File: config.mk
export PLATFORM = sky130hd
export DESIGN_NAME = carrier_regs
export DESIGN_NICKNAME = d
export VERILOG_FILES = /design/src/core/carrier_regs.v
export VERILOG_INCLUDE_DIRS = /design/src /design/src/core
export SDC_FILE = /design/constraint.sdc
export NUM_CORES = 1
export LEC_CHECK = 0
export BUFFER_PORTS_ARGS = -buffer_cell sky130_fd_sc_hd__buf_2
export CORE_ASPECT_RATIO = 0.9
export CORE_MARGIN = 8
export CORE_UTILIZATION = 52
export DETAILED_ROUTE_END_ITERATION = 12
export PLACE_DENSITY = 0.76
export SLEW_MARGIN = 20
export SYNTH_ARGS = -nofsm -noshare
export SYNTH_HDL_FRONTEND = slang
export SYNTH_SLANG_ARGS = --single-unit
File: constraint.sdc
create_clock -name clock -period 2.91 [get_ports clock]
set_input_delay 0.582 -clock clock [delete_from_list [all_inputs] [get_ports clock]]
set_output_delay 0.582 -clock clock [all_outputs]
set_load 0.01 [all_outputs]
File: src/core/carrier_regs_defs.vh
/*
 * Register offsets, field positions, reset values and timing for the
 * carrier control register bank.
 * Assumes short I/O offsets relative to the board base (odd bytes only).
 */
`ifndef CARRIER_REGS_DEFS_VH
`define CARRIER_REGS_DEFS_VH

`define OFS_BOARD_STATUS_CONTROL   8'hc1
`define OFS_INTERRUPT_LEVEL_SELECT 8'hc3
`define OFS_MODULE_ERROR_SUMMARY   8'hc5
`define OFS_MEMORY_WINDOW_ENABLE   8'hc7
`define OFS_SLOT_A_MEMORY_WINDOW   8'hd1
`define OFS_SLOT_B_MEMORY_WINDOW   8'hd3
`define OFS_SLOT_C_MEMORY_WINDOW   8'hd5
`define OFS_SLOT_D_MEMORY_WINDOW   8'hd7
`define OFS_REQUEST_ENABLE_MASK    8'he1
`define OFS_REQUEST_PENDING_STATUS 8'he3
`define OFS_REQUEST_CLEAR          8'he5

`define BIT_AUTO_CLEAR   7
`define BIT_ACK_DISABLE  6
`define BIT_TIMED_OUT    5
`define BIT_SOFT_RESET   4
`define BIT_GLOBAL_EN    3
`define BIT_GLOBAL_PEND  2

`define RST_BYTE         8'h00
`define RST_LEVEL        3'h0
`define RST_WINDOW       8'h00

`define SOFT_RESET_NS    1000
`define CLOCK_NS         4
`define SOFT_RESET_CYCLES ((`SOFT_RESET_NS + `CLOCK_NS - 1) / `CLOCK_NS)

`define ACK_TIMEOUT_CYCLES 64

`endif

File: src/core/carrier_regs.v
/*
 * Carrier control and status register bank: register decode, interrupt
 * pending/enable/level relay with rotating priority, A24 window decode,
 * module access self-acknowledge and timeout flag, software reset pulse.
 * Assumes a single board clock; bus strobes come from logic on this clock,
 * module request, error and ack lines come from pins and are synchronised.
 */
`timescale 1ns/100ps
`default_nettype none
`include "carrier_regs_defs.vh"

// How it works
// RULE1: Auto-clear set: pending follows live requests
// RULE2: Ack disabled: empty slot left unanswered
// RULE3: Ack enabled: self-acknowledge and flag timeout
// RULE4: Timeout flag cleared by status read
// RULE5: Soft reset bit gives 1us pulse
// RULE6: Global enable gates all forwarding
// RULE7: Global pending reflects any pending request
// RULE8: Forward only globally and individually enabled requests
// RULE9: Three-bit level selects bus request line
// RULE10: Error bit is OR of module errors
// RULE11: Error register upper bits read zero
// RULE12: Per-slot memory enable gates A24 only
// RULE13: Size code selects compared address bits
// RULE14: Base bits stored fully; size resets 1MB
// RULE15: Memory answer needs enable and window hit
// RULE16: Software keeps enabled windows non-overlapping
// RULE17: Eight request enables, two per slot
// RULE18: Clear register write-one clears pending
// RULE19: Last serviced request gets lowest priority
// RULE20: Acknowledge selects slot, A1 picks request
// RULE21: Writes to read-only bits are ignored
module carrier_regs #(
	parameter SLOTS       = 4,
	parameter ACK_TIMEOUT = `ACK_TIMEOUT_CYCLES
) (
	// Clock and reset
	input  wire        clock,
	input  wire        resetn,
	// Register access from the host bus decoder
	input  wire        reg_sel,
	input  wire        reg_write,
	input  wire [7:0]  reg_offset,
	input  wire [7:0]  reg_wdata,
	output reg  [7:0]  reg_rdata_q,
	output reg         reg_ack_q,
	// Module access (I/O, ID, memory) from the host bus decoder
	input  wire        mod_start,
	input  wire        mod_end,
	input  wire [1:0]  mod_slot,
	input  wire        mem_sel,
	input  wire [23:0] mem_addr,
	output reg  [3:0]  mem_hit_q,
	output reg         mem_valid_q,
	output reg         self_ack_q,
	// Module pins
	input  wire [7:0]  mod_req,
	input  wire [3:0]  mod_error,
	input  wire [3:0]  mod_ack,
	// Host interrupt request and acknowledge
	output reg  [7:1]  bus_irq_q,
	input  wire        iack_start,
	input  wire [2:0]  iack_level,
	output reg         iack_match_q,
	output reg  [3:0]  int_sel_q,
	output reg         int_a1_q,
	// Internal reset to modules and board
	output reg         soft_reset_q
);

	reg [7:0]  req_s1_q, req_s2_q;
	reg [3:0]  err_s1_q, err_s2_q;
	reg [3:0]  ack_s1_q, ack_s2_q;
	reg        auto_clear_q, ack_disable_q, timed_out_q, global_en_q;
	reg [2:0]  level_q;
	reg [3:0]  mem_en_q;
	reg [31:0] window_q;
	reg [7:0]  req_en_q;
	reg [7:0]  pend_q;
	reg [2:0]  last_q;
	reg [9:0]  rst_cnt_q;
	reg        busy_q;
	reg [7:0]  wait_q;
	reg [7:0]  rdata_d;
	reg [7:0]  pend_d;
	reg [3:0]  hit_d;
	reg [2:0]  pick_d;
	reg        pick_ok_d;
	integer    i;
	wire [3:0] win_hit;

	localparam [9:0] RESET_LEN = `SOFT_RESET_CYCLES;

	wire wr = reg_sel & reg_write;
	wire rd = reg_sel & ~reg_write;
	wire [7:0] pend_view = auto_clear_q ? req_s2_q : pend_q;              // [RULE1]
	wire any_pend = |pend_view;                                            // [RULE7]
	wire [7:0] serve = pend_view & req_en_q & {8{global_en_q}};            // [RULE6] [RULE8]
	wire soft_wr = wr && reg_offset == `OFS_BOARD_STATUS_CONTROL &&
		reg_wdata[`BIT_SOFT_RESET];
	wire timeout_now = busy_q && !mod_start && !mod_end && !ack_s2_q[mod_slot] &&
		wait_q == ACK_TIMEOUT[7:0];

	// Module pins are asynchronous to the board clock
	always @(posedge clock or negedge resetn) begin
		if (!resetn) begin
			req_s1_q <= 8'h00;
			req_s2_q <= 8'h00;
			err_s1_q <= 4'h0;
			err_s2_q <= 4'h0;
			ack_s1_q <= 4'h0;
			ack_s2_q <= 4'h0;
		end else begin
			req_s1_q <= mod_req;
			req_s2_q <= req_s1_q;
			err_s1_q <= mod_error;
			err_s2_q <= err_s1_q;
			ack_s1_q <= mod_ack;
			ack_s2_q <= ack_s1_q;
		end
	end

	// Read multiplexer
	always @* begin
		rdata_d = 8'h00;
		if (reg_offset == `OFS_BOARD_STATUS_CONTROL) begin
			rdata_d = {auto_clear_q, ack_disable_q, timed_out_q, 1'b0,
				global_en_q, any_pend, 2'b00};                                 // [RULE5] [RULE7]
		end else if (reg_offset == `OFS_INTERRUPT_LEVEL_SELECT) begin
			rdata_d = {5'h00, level_q};                                      // [RULE9]
		end else if (reg_offset == `OFS_MODULE_ERROR_SUMMARY) begin
			rdata_d = {7'h00, |err_s2_q};                                    // [RULE10] [RULE11]
		end else if (reg_offset == `OFS_MEMORY_WINDOW_ENABLE) begin
			rdata_d = {4'h0, mem_en_q};
		end else if (reg_offset == `OFS_SLOT_A_MEMORY_WINDOW) begin
			rdata_d = window_q[7:0];
		end else if (reg_offset == `OFS_SLOT_B_MEMORY_WINDOW) begin
			rdata_d = window_q[15:8];
		end else if (reg_offset == `OFS_SLOT_C_MEMORY_WINDOW) begin
			rdata_d = window_q[23:16];
		end else if (reg_offset == `OFS_SLOT_D_MEMORY_WINDOW) begin
			rdata_d = window_q[31:24];
		end else if (reg_offset == `OFS_REQUEST_ENABLE_MASK) begin
			rdata_d = req_en_q;                                              // [RULE17]
		end else if (reg_offset == `OFS_REQUEST_PENDING_STATUS) begin
			rdata_d = pend_view;
		end
	end

	// Pending latch: new requests win over a same-cycle clear
	always @* begin
		pend_d = pend_q;
		if (wr && reg_offset == `OFS_REQUEST_CLEAR)
			pend_d = pend_d & ~reg_wdata;                                  // [RULE18]
		pend_d = pend_d | req_s2_q;
	end

	// Rotating priority: search starts just after the last served request
	always @* begin
		pick_d = 3'h0;
		pick_ok_d = 1'b0;
		for (i = 8; i >= 1; i = i - 1) begin
			if (serve[(last_q + i) % 8]) begin
				pick_d = last_q + i[2:0];                                  // [RULE19]
				pick_ok_d = 1'b1;
			end
		end
	end

	// Window decode, one comparator per slot
	genvar g;
	generate
		for (g = 0; g < SLOTS; g = g + 1) begin : g_window
			wire [7:0] win = window_q[g*8 +: 8];
			// Larger windows compare fewer base bits; the unused ones stay stored
			assign win_hit[g] = (win[1:0] == 2'b00) ? (mem_addr[23:20] == win[7:4]) :
				(win[1:0] == 2'b01) ? (mem_addr[23:21] == win[7:5]) :
				(win[1:0] == 2'b10) ? (mem_addr[23:22] == win[7:6]) :
				(mem_addr[23] == win[7]);                                  // [RULE13]
		end
	endgenerate

	// Overlapping enabled windows would raise two hits; software keeps them apart
	always @* begin
		hit_d = win_hit & mem_en_q;                                        // [RULE12] [RULE15]
	end

	// Register bus answer: one cycle after the strobe, read data only on reads
	// Idle cycles return zero so a stale value never looks like an answer
	always @(posedge clock or negedge resetn) begin
		if (!resetn) begin
			reg_ack_q   <= 1'b0;
			reg_rdata_q <= 8'h00;
		end else begin
			reg_ack_q   <= reg_sel;
			reg_rdata_q <= rd ? rdata_d : 8'h00;
		end
	end

	// Writable fields; read-only registers have no write branch at all
	// Window bits 3:2 are not stored, so they read back as zero
	always @(posedge clock or negedge resetn) begin
		if (!resetn) begin
			auto_clear_q  <= 1'b0;
			ack_disable_q <= 1'b0;
			global_en_q   <= 1'b0;
			level_q       <= `RST_LEVEL;
			mem_en_q      <= 4'h0;
			window_q      <= {4{`RST_WINDOW}};
			req_en_q      <= `RST_BYTE;
		end else if (wr) begin                                             // [RULE21]
				if (reg_offset == `OFS_BOARD_STATUS_CONTROL) begin
					auto_clear_q  <= reg_wdata[`BIT_AUTO_CLEAR];
					ack_disable_q <= reg_wdata[`BIT_ACK_DISABLE];
					global_en_q   <= reg_wdata[`BIT_GLOBAL_EN];          // [RULE6]
				end else if (reg_offset == `OFS_INTERRUPT_LEVEL_SELECT) begin
					level_q <= reg_wdata[2:0];                             // [RULE9]
				end else if (reg_offset == `OFS_MEMORY_WINDOW_ENABLE) begin
					mem_en_q <= reg_wdata[3:0];                            // [RULE12]
				end else if (reg_offset == `OFS_SLOT_A_MEMORY_WINDOW) begin
					window_q[7:0] <= reg_wdata & 8'hf3;                    // [RULE14]
				end else if (reg_offset == `OFS_SLOT_B_MEMORY_WINDOW) begin
					window_q[15:8] <= reg_wdata & 8'hf3;
				end else if (reg_offset == `OFS_SLOT_C_MEMORY_WINDOW) begin
					window_q[23:16] <= reg_wdata & 8'hf3;
				end else if (reg_offset == `OFS_SLOT_D_MEMORY_WINDOW) begin
					window_q[31:24] <= reg_wdata & 8'hf3;
				end else if (reg_offset == `OFS_REQUEST_ENABLE_MASK) begin
					req_en_q <= reg_wdata;                                 // [RULE17]
				end
		end
	end

	// Pending latch; with auto-clear nothing is held and the live view is read
	// Clearing auto-clear later starts from an empty latch, not from old events
	always @(posedge clock or negedge resetn) begin
		if (!resetn)
			pend_q <= `RST_BYTE;
		else
			pend_q <= auto_clear_q ? 8'h00 : pend_d;                       // [RULE1]
	end

	// Software reset pulse; a write of 0 or a read does nothing
	// A second write during the pulse restarts the full length
	always @(posedge clock or negedge resetn) begin
		if (!resetn) begin
			rst_cnt_q    <= 10'h000;
			soft_reset_q <= 1'b0;
		end else if (soft_wr) begin
			rst_cnt_q    <= RESET_LEN;                                     // [RULE5]
			soft_reset_q <= 1'b1;
		end else if (rst_cnt_q != 10'h000) begin
			rst_cnt_q    <= rst_cnt_q - 10'h001;
			soft_reset_q <= rst_cnt_q != 10'h001;
		end
	end

	// Module access: wait for the module, else time out
	// The wait counter stops at the limit, so it never wraps during an access
	always @(posedge clock or negedge resetn) begin
		if (!resetn) begin
			busy_q     <= 1'b0;
			wait_q     <= 8'h00;
			self_ack_q <= 1'b0;
		end else begin
			self_ack_q <= 1'b0;
			if (mod_start) begin
				busy_q <= 1'b1;
				wait_q <= 8'h00;
			end else if (busy_q) begin
				if (mod_end || ack_s2_q[mod_slot]) begin
					busy_q <= 1'b0;
				end else if (timeout_now) begin
					busy_q     <= 1'b0;
					// With self-acknowledge off the host bus times out instead
					self_ack_q <= ~ack_disable_q;                          // [RULE2] [RULE3]
				end else begin
					wait_q <= wait_q + 8'h01;
				end
			end
		end
	end

	// A timeout wins over a same-cycle status read
	// The flag is set even with self-acknowledge off, so software can still see it
	always @(posedge clock or negedge resetn) begin
		if (!resetn)
			timed_out_q <= 1'b0;
		else if (timeout_now)
			timed_out_q <= 1'b1;                                           // [RULE3] [RULE4]
		else if (rd && reg_offset == `OFS_BOARD_STATUS_CONTROL)
			timed_out_q <= 1'b0;                                           // [RULE4]
	end

	// Memory decode, registered; nothing is hit outside a memory access
	// I/O and ID accesses never raise mem_sel, so the enables leave them alone
	always @(posedge clock or negedge resetn) begin
		if (!resetn) begin
			mem_hit_q   <= 4'h0;
			mem_valid_q <= 1'b0;
		end else begin
			mem_hit_q   <= mem_sel ? hit_d : 4'h0;
			mem_valid_q <= mem_sel & (|hit_d);                             // [RULE15]
		end
	end

	// Relay only; level 0 raises no line
	// The line follows the served set, so it drops once nothing is pending
	always @(posedge clock or negedge resetn) begin
		if (!resetn) begin
			bus_irq_q <= 7'h00;
		end else begin
			bus_irq_q <= 7'h00;
			if (pick_ok_d && level_q != 3'h0)
				bus_irq_q[level_q] <= 1'b1;                                // [RULE8] [RULE9]
		end
	end

	// Interrupt acknowledge: a foreign level is passed on, not consumed
	// A1 holds until the next match so the module sees a steady request number
	always @(posedge clock or negedge resetn) begin
		if (!resetn) begin
			iack_match_q <= 1'b0;
			int_sel_q    <= 4'h0;
			int_a1_q     <= 1'b0;
			last_q       <= 3'h0;
		end else begin
			iack_match_q <= 1'b0;
			int_sel_q    <= 4'h0;
			if (iack_start && pick_ok_d && iack_level == level_q &&
				level_q != 3'h0) begin
				iack_match_q           <= 1'b1;
				int_sel_q[pick_d[2:1]] <= 1'b1;                            // [RULE20]
				int_a1_q               <= pick_d[0];
				last_q                 <= pick_d;                          // [RULE19]
			end
		end
	end

endmodule
`default_nettype wire

; ---- Word-level counts from Yosys, hierarchy flattened
; Index checks and enable logic that the tools add are counted.
[word_totals]
register_bits = 134
in_bits = 69
wordCells = 245
[op_classes]
addsub = 17
n_lt_le_gt_ge = 13
n_eq_ne = 40
muxes = 86
n_bitwise = 18
reduce_logical = 39
[ops]
columns = operator, count
row1 = $mux 8, 18
row2 = $eq 8x8->1 const B, 11
row3 = $mux 1, 44
row4 = $lt 3x4->1 const B, 9
row5 = $add 3x3->3 const B, 8
row6 = $and 8x8->8, 3
row7 = $bmux 1 s3, 8
row8 = $mux 3, 8
row9 = $mux 10, 2
row10 = $eq 4x4->1, 4
row11 = $eq 3x3->1, 5
row12 = $logic_and 1x1->1, 14
row13 = $add 3x2->3 const B, 4
row14 = $ne 10x1->1 const B, 1
row15 = $reduce_bool 10->1, 1
row16 = $sub 10x1->10 const B, 1
row17 = $add 3x1->3 const B, 3
row18 = $not 1->1, 9
row19 = $reduce_and 9->1, 1
row20 = $add 8x1->8 const B, 1
row21 = $eq 2x1->1 const B, 4
row22 = $eq 2x2->1, 4
row23 = $eq 2x2->1 const B, 4
row24 = $eq 8x7->1 const B, 1
row25 = 28 further kinds, 45

; ---- Longest topological paths before layout
; Gate-level depths: netlist of the first run.
[depth]
ltp_word = 18
depth_mapped = 12
ltp_nobuf = 10

; ---- Worst setup path after synthesis of the first run
; OpenSTA, ideal clock, no wires.
[synth_timing]
path_kind = register -> register
from = register last_q[0]
to = register int_sel_q[3]
setup_time_ns = 0.094
t_arrival_ns = 3.141
required_ns = 2.816
path_slack_ns = -0.325
stages_incl_launch_ff = 13
n_path_buf = 3
path_cell_list = dfrtp_1 -> buf_2 -> inv_1 -> buf_2 -> ha_1 -> nand2b_1 -> buf_2 -> o221a_2 -> nor4_1 -> mux2_2 -> a211o_1 -> a31oi_4 -> nor4b_4
[synth_via]
elab_chain_len = 16
elab_cells_between_ends = 56
classes_between = 15 x add/sub / 2 x order compare / 35 x mux / 4 x reduce/logical
[synth_lines]
columns = item, line
row1 = "start, declared", carrier_regs.v:81  ; reg [2:0] last_q;
row2 = "start signal, assigned", carrier_regs.v:336  ; last_q <= pick_d;
row3 = $add 3x1->3, carrier_regs.v:164  ; if (serve[(last_q + i) % 8]) begin
row4 = $bmux 1 s3, carrier_regs.v:164
row5 = $mux 1 (not written as such), carrier_regs.v:164
row6 = $mux 3 (8 in a row), carrier_regs.v:164
row7 = $lt 2x3->1 (not written as such) or $ge 2x1->1 (tied branches), carrier_regs.v:334  ; int_sel_q[pick_d[2:1]] <= 1'b1;
row8 = $logic_and 1x1->1 (not written as such), carrier_regs.v:334
row9 = $mux 1 (not written as such), carrier_regs.v:334
row10 = $demux 1 s2, carrier_regs.v:334
row11 = $mux 4 *, carrier_regs.v:331  ; if (iack_start && pick_ok_d && iack_level == level_q &&
row12 = "end signal, assigned", carrier_regs.v:325  ; int_sel_q <= 4'h0;
row13 = "end signal, assigned", carrier_regs.v:330  ; int_sel_q <= 4'h0;
row14 = "end signal, assigned by index", carrier_regs.v:334
row15 = "end, declared", carrier_regs.v:66  ; output reg [3:0] int_sel_q,
; Mark *: on every way between the ends. The rest lies on a longest branch, timed or not. The select of a mux whose other input is x is not followed.
; A chain may end at the register's enable or synchronous reset.

; ---- Worst setup path after layout of the first run
; Same ends and word-level chain as after synthesis.

==> summary.log, run 1 <==
INFO  finish         regArea=3330um^2
INFO  finish         final_area=8280um^2
INFO  finish         num_antenna_cells=0
INFO  power_and_ir_drop power_density=617nW/um^2
INFO  sta            max_freq=0.356GHz
INFO  synth          postSynthRegisterBits=133
INFO  finish         multi_input_area=3400um^2
INFO  critical_path  worstPathRequired=3230ps
INFO  clocking       worstSkewPairLatency=410ps
INFO  sta            fin_ws=99.1ps
INFO  clocking       clock_tree.buffer_depth=2
INFO  sta            worst-slew-pin-transition=674ps
INFO  power_and_ir_drop cellLeakagePower=3.71nW
INFO  synth          mappedNetlistNets=710
INFO  clocking       tritoncts=yes
INFO  synth          count_of_unique_library_cells_instantiated_by_yosys=71
INFO  global_routing globalRoute.totalOverflow=0
INFO  route          ant_nets=0
INFO  synth          syn_inst=635
INFO  route          drtIter0Drc=433
INFO  global_routing busiest_layer=met2
INFO  finish         fill_cells=998
INFO  placed_design  gp_routability_congestion=0.932
INFO  critical_path  type_of_the_worst_setup_path=reg -> reg
INFO  finish         area_growth=22.1%
INFO  status         status=complete, no violations
INFO  clocking       cts.htree.levels=4
INFO  floorplanning  dieArea=17,000um^2
INFO  clocking       cts-hold-fix-buffers=0
INFO  synth          synth_edf_count=0
INFO  placed_design  detailedPlacementHpwl=12,900um
INFO  synth          synth.avg_cell_area=10.7um^2
INFO  global_routing vias_in_the_first_global_route=5,523
INFO  sta            fin_skew=9.79ps
INFO  clocking       numCtsBuffers=17
INFO  finish         drive_gt1_share=32.0%
INFO  critical_path  rr_worst_depth=10
INFO  synth          ys_warn_count=0
INFO  critical_path  end_kind=flip-flop
INFO  global_routing largest_net_degree_at_the_start_of_global_routing=46
INFO  route          post-route-drc-count=0
INFO  route          vias_per_cell=5.89
INFO  route          wl_per_cell=18.8um
INFO  global_routing use_met1=27.9%
INFO  global_routing antenna_found_initial=0
INFO  placed_design  placed_standard_cell_area=7650um^2
INFO  sta            min_period_over_period=96.6%
INFO  synth          netlist_area=6780um^2
INFO  floorplanning  initial_standard_cell_utilization_of_the_core=53.3%
INFO  critical_path  startpoint_class=flip-flop
INFO  sta            slew_violations=0
INFO  placed_design  io_buffer_count=77
INFO  sta            finalSetupViolations=0
INFO  global_routing use_met2=33.6%
INFO  floorplanning  num_rows=39
INFO  route          drt_first_pass_iters=5
INFO  clocking       ctsRootBufferMaster=sky130_fd_sc_hd__clkbuf_16
INFO  sta            rsz0062_at_grt=yes
INFO  critical_path  worst-endpoint-arrival=3130ps
INFO  synth          synth_flop_cell=sky130_fd_sc_hd__dfrtp_1
INFO  critical_path  timing.critical_path.fanout_max=6
INFO  route          routed-via-count=5,500
INFO  clocking       worst_setup_hold_path_clk_slew=50ps
INFO  floorplanning  io-pin-count=98
INFO  min_path       hp-class=in -> async
INFO  sta            slew-limit-headroom=54.9%
INFO  critical_path  regToRegStartpoint=last_q[0]$_DFFE_PN0P_
INFO  global_routing global_route_wire_length_before_repair=28,200um
INFO  placed_design  place_worst_setup_slack=9.39ps
INFO  synth          async_reset_ff_share=100%
INFO  global_routing use_met3=4.35%
INFO  synth          synth.yosys.seq_area_share=49.1%
INFO  sta            timing_hold_violations_final=0
INFO  finish         design.final.nets=833
INFO  route          detailed_route_wire_length=17,500um
INFO  clocking       cts_num_sinks=133
INFO  critical_path  r2r_slack=100ps
INFO  floorplanning  die_wd=136um
INFO  job            cap_violations=0
INFO  floorplanning  die_height=124um
INFO  sta            period_minus_slack=2810ps
INFO  global_routing grt.total_usage=20.9%
INFO  critical_path  timing.rr.end=int_sel_q[3]$_DFF_PN0_
INFO  power_and_ir_drop vdd.ir_drop.worst=0.402mV
INFO  floorplanning  core_box_area=12,700um^2
==> Yosys cell counts, drive strengths merged (3+ instances only) <==
cell type,instances,share of area (%)
o221ai,5,0.65
mux2i,10,1.9
o221a,4,0.66
or2,6,0.55
nand2b,5,0.46
ha,6,1.1
and2,7,0.65
nor4,10,1.1
xor2,15,1.9
nor3b,13,1.8
mux4,4,1.3
mux2,52,8.7
nor2,81,4.5
a31oi,7,0.87
nand3b,3,0.33
and3,8,0.74
nand2,59,3.3
o22ai,12,1.1
or3,9,0.83
a21oi,22,1.6
a221oi,5,0.65
buf,8,0.85
o21ai,23,1.7
nand3,14,1.0
inv,16,0.89
clkbuf,9,0.50
a22oi,6,0.66
dfrtp,133,49
xnor2,22,2.8
a222oi,4,0.59
nand4b,3,0.39
nor2b,7,0.65
nor3,16,1.2
==> worst max-delay path, cell delays in order (launching register included) <==
cell                       delay (ps)
sky130_fd_sc_hd__dfrtp_1          410
sky130_fd_sc_hd__inv_4             50
sky130_fd_sc_hd__ha_4             260
sky130_fd_sc_hd__nand2b_4         190
sky130_fd_sc_hd__nor3b_4          250
sky130_fd_sc_hd__nor4_2            80
sky130_fd_sc_hd__nor4_2           360
sky130_fd_sc_hd__mux2_2           390
sky130_fd_sc_hd__a211o_1          300
sky130_fd_sc_hd__a31oi_4          220
sky130_fd_sc_hd__nor4b_4          210
==> registers in the layout, summed over array words and instances (netlist names), 7 cells and up <==
name / cells
bus_irq_q: 7
pend_q: 8
reg_rdata_q: 8
req_en_q: 8
req_s1_q: 8
req_s2_q: 8
rst_cnt_q: 10
wait_q: 8
window_q: 24
==> final cells by class <==
cell class | count | area share [%]
Clock buffer | 17 | 5.14
Clock inverter | 13 | 1.36
Inverter | 16 | 0.755
Multi-Input combinational cell | 469 | 41.1
Sequential cell | 133 | 40.2
Tap cell | 164 | 2.48
Timing Repair Buffer | 121 | 9.02
==> routing by layer <==
metal	share of wire, %	up-vias
li1	-	2544
met1	43	2735
met2	48	195
met3	7.3	26
met4	1.3	0
met5	0	-
==> power by group <==
part,leakage (nW),total [mW],internal (mW),switching [mW]
Clock,0.261,1.95,1.16,0.793
Sequential,1.70,2.06,1.96,0.101
Combinational,1.76,1.10,0.516,0.586
==> how the worst max path moves through the flow <==
| stage | to | slack, ps | start |
|---|---|---|---|
| floorplan | int_sel_q[3]$_DFF_PN0_ | -50 | last_q[0]$_DFFE_PN0P_ |
| global placement | int_sel_q[3]$_DFF_PN0_ | 70 | auto_clear_q$_DFFE_PN0P_ |
| detailed placement | int_sel_q[3]$_DFF_PN0_ | 9 | auto_clear_q$_DFFE_PN0P_ |
| CTS | int_sel_q[3]$_DFF_PN0_ | 10 | last_q[0]$_DFFE_PN0P_ |
| global route | int_sel_q[3]$_DFF_PN0_ | -10 | last_q[1]$_DFFE_PN0P_ |
| finish | int_sel_q[3]$_DFF_PN0_ | 100 | last_q[0]$_DFFE_PN0P_ |
==> repair_timing <==
action	4_1_cts	5_1_grt
buffers inserted	2	2
setup endpoints to repair	1	6
hold endpoints to repair	0	0
pin swaps	1	5
gates resized for setup	4	8
==> per-stage QoR <==
step	total power [mW]	std cells	hold WS [ps]	TNS (ps)	utilization, %
finish	5.11	933	171	0	65.0
global route	5.33	933	226	-10.9	65.0
CTS	5.10	931	194	0	64.6
detailed placement	3.14	899	335	0	60.1
global placement	3.09	899	333	0	60.1
floorplan	2.82	635	286	-45.8	-
==> cell families (layout without fill, tap and decap cells) <==
kind of cell    count (synthesis)  in the layout  share of synthesized area, %
fa+ha+maj                       6              6                          1.11
compound gates                109            109                          11.9
mux                            66             66                          12.0
flops                         133            133                          49.1
xor+xnor                       37             37                          4.78
simple gates                  251            251                          19.0
buf+inv                        33            167                          2.23
==> cell usage in the layout, fill, tap and decap left out, types with 17 or more instances in the layout <==
cell,Yosys,routed
sky130_fd_sc_hd__a21oi_1,22,22
sky130_fd_sc_hd__buf_2,4,76
sky130_fd_sc_hd__buf_4,1,42
sky130_fd_sc_hd__clkbuf_16,0,17
sky130_fd_sc_hd__dfrtp_1,133,132
sky130_fd_sc_hd__mux2_2,50,50
sky130_fd_sc_hd__nand2_1,59,58
sky130_fd_sc_hd__nor2_1,81,81
sky130_fd_sc_hd__o21ai_0,21,21
sky130_fd_sc_hd__xnor2_1,22,22
Note: power is estimated with default switching activity, not from simulation.
==> run 2, diff against run 1 <==
- ABC_AREA: unset -> 1
- PLACE_DENSITY: 0.76 -> 0.77
==> summary.log, run 2 <==
INFO  status         status=complete, no violations
INFO  placed_design  detailedPlacementHpwl=11,400um [-12%]
INFO  synth          synthDominantAreaCellType=sky130_fd_sc_hd__dfrtp_1
INFO  synth          postSynthRegisterBits=133 [unchanged]
INFO  finish         multi_input_area=2690um^2 [-21%]
INFO  sta            timing_hold_violations_final=0 [unchanged]
INFO  synth          synth_flop_cell=sky130_fd_sc_hd__dfrtp_1
INFO  route          wl_per_cell=15.1um [-20%]
INFO  global_routing antenna_found_initial=2 [+2]
INFO  synth          synth_edf_count=0 [unchanged]
INFO  min_path       hp-class=in -> async
INFO  sta            slew_violations=0 [unchanged]
INFO  power_and_ir_drop sequentialPowerShare=32.8% [-7.4 points]
INFO  clocking       postCtsResizedCells=0 [-4]
INFO  route          drtIter0Drc=410 [-5.3%]
INFO  power_and_ir_drop combinational_share_of_power=33.3% [+12 points]
INFO  finish         drive_gt1_share=19.7% [-12 points]
INFO  power_and_ir_drop totalPowerFinal=6.33mW [+24%]
INFO  synth          synth.yosys.seq_area_share=51.4% [+2.3 points]
INFO  finish         largest_register=window_q
INFO  floorplanning  num_rows=38 [-2.6%]
INFO  critical_path  type_of_the_worst_setup_path=reg -> reg
INFO  critical_path  timing.rr.end=last_q[0]$_DFFE_PN0P_
INFO  sta            period_minus_slack=2420ps [-390 ps]
INFO  power_and_ir_drop power_frac_clock=34.0% [-4.2 points]
INFO  clocking       worstSkewPairLatency=420ps [about the same]
INFO  finish         final_cells=1,014 [+8.7%]
INFO  sta            max_freq=0.413GHz [+16%]
INFO  route          detailed_route_wire_length=15,300um [-13%]
INFO  synth          count_of_unique_library_cells_instantiated_by_yosys=45 [-37%]
INFO  route          routed-via-count=5,350 [-2.7%]
INFO  finish         design.final.nets=914 [+9.7%]
INFO  placed_design  placed_cells_incl_taps=980 [+9.0%]
INFO  sta            fin_skew=7.59ps [-2.20 ps]
INFO  global_routing vias_in_the_first_global_route=5,165 [-6.5%]
INFO  route          ant_nets=0 [unchanged]
INFO  power_and_ir_drop p_switching=2.28mW [+54%]
INFO  synth          async_reset_ff_share=100% [unchanged]
INFO  critical_path  r2r_slack=490ps [+390 ps]
INFO  sta            fin_ws=489ps [+390 ps]
INFO  power_and_ir_drop switching_share=35.9% [+7.0 points]
INFO  critical_path  worst-endpoint-arrival=2730ps [-400 ps]
INFO  critical_path  rr_worst_depth=14 [+4]
INFO  placed_design  gp_routability_congestion=0.925 [-0.75%]
INFO  critical_path  worstPathRequired=3220ps [about the same]
INFO  synth          synth.top_cells.by_count=153 x sky130_fd_sc_hd__nand2_1, 133 x sky130_fd_sc_hd__dfrtp_1, 93 x sky130_fd_sc_hd__inv_1, 79 x sky130_fd_sc_hd__o21ai_0, 59 x sky130_fd_sc_hd__nand3_1
INFO  clocking       post-cts-setup-buffer-count=0 [-2]
INFO  floorplanning  io-pin-count=98 [unchanged]
INFO  clocking       cts_num_sinks=133 [unchanged]
INFO  sta            min_period_over_period=83.2% [-13 points]
INFO  global_routing global_route_wire_length_before_repair=25,500um [-9.8%]
INFO  floorplanning  core_box_area=12,100um^2 [-4.8%]
INFO  finish         area_growth=18.4%
INFO  global_routing grt.total_usage=19.6% [-1.3 points]
INFO  route          drt_first_pass_iters=7 [+2]
INFO  synth          mappedNetlistNets=824 [+16%]
INFO  finish         regArea=3330um^2 [about the same]
INFO  synth          syn_inst=749 [+18%]
INFO  critical_path  timing.critical_path.fanout_max=10 [+4]
INFO  sta            finalSetupViolations=0 [unchanged]
INFO  synth          synth.top_cell.area_share=51.4% [+2.3 points]
INFO  clocking       numCtsBuffers=17 [unchanged]
INFO  critical_path  startpoint_class=flip-flop
INFO  sta            slew-limit-headroom=56.6% [+1.6 points]
INFO  clocking       ctsRootBufferMaster=sky130_fd_sc_hd__clkbuf_16
INFO  finish         most_common_library_cell_in_the_layout_ignoring_fill_and_taps=sky130_fd_sc_hd__nand2_1
INFO  clocking       cts.htree.levels=4 [unchanged]
INFO  job            cap_violations=0 [unchanged]
INFO  global_routing largest_net_degree_at_the_start_of_global_routing=71 [+54%]
INFO  floorplanning  die_height=122um [-2.0%]
INFO  floorplanning  dieArea=16,300um^2 [-4.0%]
INFO  finish         final_cell_mix=153 x sky130_fd_sc_hd__nand2_1, 133 x sky130_fd_sc_hd__dfrtp_1, 93 x sky130_fd_sc_hd__inv_1
INFO  floorplanning  die_wd=134um [-2.0%]
INFO  clocking       worst_setup_hold_path_clk_slew=60ps [about the same]
INFO  clocking       tritoncts=yes
INFO  finish         fill_cells=1,054 [+5.6%]
INFO  clocking       clock_tree.buffer_depth=2 [unchanged]
INFO  power_and_ir_drop power_density=826nW/um^2 [+34%]
INFO  floorplanning  initial_standard_cell_utilization_of_the_core=53.4% [+0.16 points]
INFO  clocking       cts-hold-fix-buffers=0 [unchanged]
INFO  power_and_ir_drop vdd.ir_drop.worst=0.519mV [+29%]
INFO  sta            setup_tns=0ps [unchanged]
INFO  route          vias_per_cell=5.28 [-10%]
INFO  finish         number_of_flip_flops_under_the_largest_register_name=24 [unchanged]
INFO  sta            worst-slew-pin-transition=652ps [-22.2 ps]
INFO  synth          ys_warn_count=0 [unchanged]
INFO  sta            rsz0062_at_grt=no
INFO  global_routing globalRoute.totalOverflow=0 [unchanged]
INFO  finish         biggestRegsByFlops=window_q x24, rst_cnt_q x10
INFO  synth          netlist_area=6480um^2 [-4.5%]
INFO  placed_design  io_buffer_count=77 [unchanged]
INFO  critical_path  end_kind=flip-flop
INFO  route          post-route-drc-count=0 [unchanged]
INFO  power_and_ir_drop cellLeakagePower=3.81nW [+2.5%]
INFO  synth          synth.avg_cell_area=8.65um^2 [-19%]
INFO  synth          synth_top_cells_by_area=sky130_fd_sc_hd__dfrtp_1 51%, sky130_fd_sc_hd__nand2_1 8.9%, sky130_fd_sc_hd__o21ai_0 6.1%, sky130_fd_sc_hd__inv_1 5.4%, sky130_fd_sc_hd__nand3_1 4.6%
INFO  power_and_ir_drop internal_power=4.06mW [+12%]
INFO  placed_design  place_worst_setup_slack=355ps [+346 ps]
INFO  critical_path  regToRegStartpoint=last_q[0]$_DFFE_PN0P_
INFO  synth          yosys.cell_count.top_type=sky130_fd_sc_hd__nand2_1
## run 2: power groups by stage
| stage | clock network [mW] | registers (mW) | logic, mW |
|---|---|---|---|
| after floorplan | 0 | 2.07 | 1.70 |
| after detailed placement | 0 | 2.10 | 2.09 |
| final | 2.15 | 2.08 | 2.11 |
| after CTS | 2.17 | 2.07 | 2.10 |
| after global placement | 0 | 2.10 | 2.06 |
| after global routing | 2.26 | 2.09 | 2.35 |
## run 2: per-layer routing
metal	wire (um)	track usage, %	vias up
li1	-	-	2647
met1	7030	25.4	2479
met2	6880	31.0	197
met3	1130	5.72	27
met4	278	6.80	0
met5	0	0	-
## run 2: critical path: stages, from the launching register on
cell and delay [ps]:
sky130_fd_sc_hd__dfrtp_1 380, sky130_fd_sc_hd__inv_2 170, sky130_fd_sc_hd__ha_1 350, sky130_fd_sc_hd__inv_1 260, sky130_fd_sc_hd__nand3_1 190, sky130_fd_sc_hd__nand3_2 110, sky130_fd_sc_hd__nand2_2 100, sky130_fd_sc_hd__nor2_4 180
sky130_fd_sc_hd__nand2_4 90, sky130_fd_sc_hd__nor2_8 180, sky130_fd_sc_hd__nor2_8 60, sky130_fd_sc_hd__inv_4 60, sky130_fd_sc_hd__nor2_4 30, sky130_fd_sc_hd__nor2_2 90, sky130_fd_sc_hd__a21oi_2 40
## run 2: cells by family (layout without fill, tap and decap cells)
logic type      Yosys count  count (layout)  share of synthesized area, %
flops                   133             133                          51.4
compound gates          138             138                          11.9
xor+xnor                 22              22                          3.09
fa+ha+maj                 6               6                          1.16
simple gates            339             339                          25.5
buf+inv                 111             214                          7.01
other cells               0               2                             0
## run 2: how the worst max path moves through the flow
stage,start,cells after the start,to
3_5_place_dp,reg_offset[5],11,rst_cnt_q[2]$_DFFE_PN0P_
2_1_floorplan,last_q[0]$_DFFE_PN0P_,15,last_q[0]$_DFFE_PN0P_
4_1_cts,last_q[0]$_DFFE_PN0P_,14,last_q[0]$_DFFE_PN0P_
3_3_place_gp,reg_offset[5],11,rst_cnt_q[2]$_DFFE_PN0P_
5_1_grt,last_q[0]$_DFFE_PN0P_,14,last_q[0]$_DFFE_PN0P_
6_report,last_q[0]$_DFFE_PN0P_,14,last_q[0]$_DFFE_PN0P_
## run 2: area by class of cell
cell class                 instances  share of cell area [%]
sequential                       133                    43.4
inverter                          97                    4.85
tap                              160                    2.61
antenna                            2                  0.0653
clock inverter                    12                    2.02
clock buffer                      20                    5.83
timing repair buffer              85                    6.06
multi-input combinational        505                    35.1
## run 2: through the flow
stage               hold slack [ps]  util (%)  instance area [um^2]
floorplan                       286         -                  6480
global placement                332      58.2                  7060
detailed placement              335      58.2                  7060
CTS                             193      63.2                  7660
global route                    216      63.2                  7660
finish                          170      63.2                  7660
==> run 3, diff against run 2 <==
- CORE_UTILIZATION: 52 -> 54
- PLACE_DENSITY: 0.77 -> 0.76
- clock period: 2.91 -> 2.35 ns (I/O delays scaled with it)
==> summary.log, run 3 (synthesized netlist as in run 2, its figures left out) <==
INFO  power_and_ir_drop power_frac_clock=34.2% [+0.2 points]
INFO  finish         area_growth=20.7%
INFO  global_routing antenna_found_initial=1 [-1]
INFO  clocking       tritoncts=yes
INFO  job            cap_violations=0 [unchanged]
INFO  finish         num_antenna_cells=0 [-2]
INFO  placed_design  place_worst_setup_slack=59.1ps [-296 ps]
INFO  critical_path  end_kind=flip-flop
INFO  route          detailed_route_wire_length=15,900um [+4.1%]
INFO  sta            fin_skew=7.92ps [+0.331 ps]
INFO  route          routed-via-count=5,503 [+2.9%]
INFO  clocking       clock_tree.buffer_depth=2 [unchanged]
INFO  clocking       numCtsBuffers=17 [unchanged]
INFO  placed_design  placed_standard_cell_area=7150um^2 [+1.3%]
INFO  sta            slew_violations=0 [unchanged]
INFO  sta            min_period_over_period=92.7% [+9.5 points]
INFO  status         status=complete, no violations
INFO  floorplanning  dieArea=15,800um^2 [-3.2%]
INFO  critical_path  r2r_slack=170ps [-320 ps]
INFO  sta            period_minus_slack=2180ps [-243 ps]
INFO  route          drtIter0Drc=541 [+32%]
INFO  placed_design  io_buffer_count=77 [unchanged]
INFO  finish         largest_register=window_q
INFO  global_routing grt.total_usage=20.9% [+1.3 points]
INFO  critical_path  worstPathRequired=2660ps [-560 ps]
INFO  floorplanning  num_rows=38 [unchanged]
INFO  floorplanning  initial_standard_cell_utilization_of_the_core=54.5% [+1.1 points]
INFO  floorplanning  io-pin-count=98 [unchanged]
INFO  critical_path  rr_worst_depth=15 [+1]
INFO  power_and_ir_drop cellLeakagePower=3.89nW [+2.1%]
INFO  route          ant_nets=0 [unchanged]
INFO  critical_path  timing.critical_path.to=last_q[0]$_DFFE_PN0P_
INFO  sta            finalSetupViolations=0 [unchanged]
INFO  sta            timing_hold_violations_final=0 [unchanged]
INFO  finish         final_cell_mix=150 x sky130_fd_sc_hd__nand2_1, 132 x sky130_fd_sc_hd__dfrtp_1, 91 x sky130_fd_sc_hd__inv_1
INFO  clocking       worstSkewPairLatency=420ps [about the same]
INFO  route          drt_first_pass_iters=5 [-2]
INFO  floorplanning  core_box_area=11,900um^2 [-2.0%]
INFO  sta            whs=29.8ps [-140 ps]
INFO  route          post-route-drc-count=0 [unchanged]
INFO  power_and_ir_drop p_switching=2.99mW [+31%]
INFO  sta            worst-slew-pin-transition=669ps [+16.9 ps]
INFO  global_routing largest_net_degree_at_the_start_of_global_routing=46 [-35%]
INFO  sta            fin_ws=172ps [-317 ps]
INFO  placed_design  detailedPlacementHpwl=12,000um [+5.1%]
INFO  finish         most_common_library_cell_in_the_layout_ignoring_fill_and_taps=sky130_fd_sc_hd__nand2_1
INFO  critical_path  startpoint_class=flip-flop
INFO  global_routing vias_in_the_first_global_route=5,467 [+5.8%]
INFO  clocking       cts.htree.levels=4 [unchanged]
INFO  finish         number_of_flip_flops_under_the_largest_register_name=24 [unchanged]
INFO  floorplanning  die_wd=131um [-1.6%]
INFO  placed_design  gp_routability_congestion=0.918 [-0.76%]
INFO  power_and_ir_drop switching_share=36.6% [+0.63 points]
INFO  route          vias_per_cell=5.36 [+1.7%]
INFO  global_routing globalRoute.totalOverflow=0 [unchanged]
INFO  power_and_ir_drop sequentialPowerShare=31.5% [-1.3 points]
INFO  floorplanning  die_height=120um [-1.6%]
INFO  critical_path  worst-endpoint-arrival=2490ps [-240 ps]
INFO  finish         drive_gt1_share=22.2% [+2.5 points]
INFO  clocking       ctsRootBufferMaster=sky130_fd_sc_hd__clkbuf_16
INFO  route          wl_per_cell=15.5um [+2.9%]
INFO  min_path       hp-class=in -> async
INFO  global_routing global_route_wire_length_before_repair=26,300um [+3.2%]
INFO  critical_path  timing.rr.end=last_q[0]$_DFFE_PN0P_
INFO  sta            rsz0062_at_grt=yes
INFO  sta            max_freq=0.459GHz [+11%]
INFO  power_and_ir_drop vdd.ir_drop.worst=0.629mV [+21%]
INFO  critical_path  startpoint=auto_clear_q$_DFFE_PN0P_
INFO  power_and_ir_drop combinational_share_of_power=34.3% [+1.0 points]
INFO  clocking       worst_setup_hold_path_clk_slew=60ps [about the same]
INFO  finish         design.final.nets=928 [+1.5%]
INFO  power_and_ir_drop internal_power=5.19mW [+28%]
INFO  critical_path  type_of_the_worst_setup_path=reg -> reg
INFO  sta            slew-limit-headroom=55.0% [-1.5 points]
INFO  finish         final_area=7820um^2 [+2.0%]
INFO  power_and_ir_drop power_density=1050nW/um^2 [+27%]
INFO  critical_path  timing.critical_path.fanout_max=7 [-3]
INFO  clocking       cts_num_sinks=133 [unchanged]
INFO  finish         biggestRegsByFlops=window_q x24, rst_cnt_q x10
INFO  critical_path  regToRegStartpoint=auto_clear_q$_DFFE_PN0P_
==> run 3: changes by cell type in the layout (fill, tap and decap cells not counted), sizes merged <==
cell and delta:
diode -2, clkbuf -1, clkinv -3, buf +13
bufinv +1, inv +4
==> run 3: critical path: stages, from the launching register on <==
cell                       delay, ps
sky130_fd_sc_hd__dfrtp_2         470
sky130_fd_sc_hd__clkbuf_2        180
sky130_fd_sc_hd__nand2_1         100
sky130_fd_sc_hd__nand2_2         100
sky130_fd_sc_hd__nand3_1         110
sky130_fd_sc_hd__nand3_1         140
sky130_fd_sc_hd__nand3_2         120
sky130_fd_sc_hd__nand2_2         100
sky130_fd_sc_hd__nor2_4          180
sky130_fd_sc_hd__nand2_4          90
sky130_fd_sc_hd__nor2_8          180
sky130_fd_sc_hd__nor2_8           60
sky130_fd_sc_hd__inv_4            70
sky130_fd_sc_hd__nor2_4           40
sky130_fd_sc_hd__nor2_2           90
sky130_fd_sc_hd__a21oi_2          30
==> run 3: metrics by stage <==
| stage | setup TNS (ps) | power (mW) | instances | util (%) |
|---|---|---|---|---|
| finish | 0 | 8.18 | 1026 | 65.8 |
| global route | -23.4 | 8.67 | 1026 | 65.8 |
| CTS | 0 | 8.12 | 1023 | 65.4 |
| detailed placement | 0 | 5.31 | 991 | 60.1 |
| global placement | 0 | 5.21 | 991 | 60.1 |
| floorplan | 0 | 4.67 | 749 | - |
==> run 3: what timing repair did <==
item | in CTS | in global routing
resized for setup | 0 | 9
buffers inserted | 0 | 3
setup endpoints to repair | 0 | 15
hold buffers | 0 | 0
==> run 3: worst min path at each step <==
stage | start | endpoint | slack (ps)
finish | resetn | window_q[13]$_DFFE_PN0P_ | 30
global route | resetn | window_q[13]$_DFFE_PN0P_ | 50
CTS | resetn | reg_rdata_q[3]$_DFF_PN0_ | 30
detailed placement | ack_s1_q[2]$_DFF_PN0_ | ack_s2_q[2]$_DFF_PN0_ | 330
global placement | ack_s1_q[2]$_DFF_PN0_ | ack_s2_q[2]$_DFF_PN0_ | 330
floorplan | resetn | ack_disable_q$_DFFE_PN0P_ | 170
==> run 3: per-layer routing <==
layer	vias up	wire (um)	share of wire, %	GRT usage, %
met5	-	13	0.082	0
met4	2	287	1.8	8.75
met3	26	1020	6.4	6.14
met2	182	7350	46	32.6
met1	2625	7280	46	26.9
li1	2668	-	-	-
==> run 3: cell type report <==
cell class | count | area [um^2]
Sequential cell | 133 | 3330
Timing Repair Buffer | 99 | 576
Inverter | 97 | 372
Clock buffer | 18 | 429
Tap cell | 160 | 200
Clock inverter | 14 | 198
Fill cell | 988 | 4070
Multi-Input combinational cell | 505 | 2720
==> run 3: power groups by stage <==
stage / clock network (mW) / registers [mW] / logic, mW
after global placement: 0 / 2.61 / 2.61
after CTS: 2.83 / 2.57 / 2.72
after floorplan: 0 / 2.57 / 2.11
after global routing: 2.95 / 2.60 / 3.12
final: 2.79 / 2.58 / 2.81
after detailed placement: 0 / 2.61 / 2.70
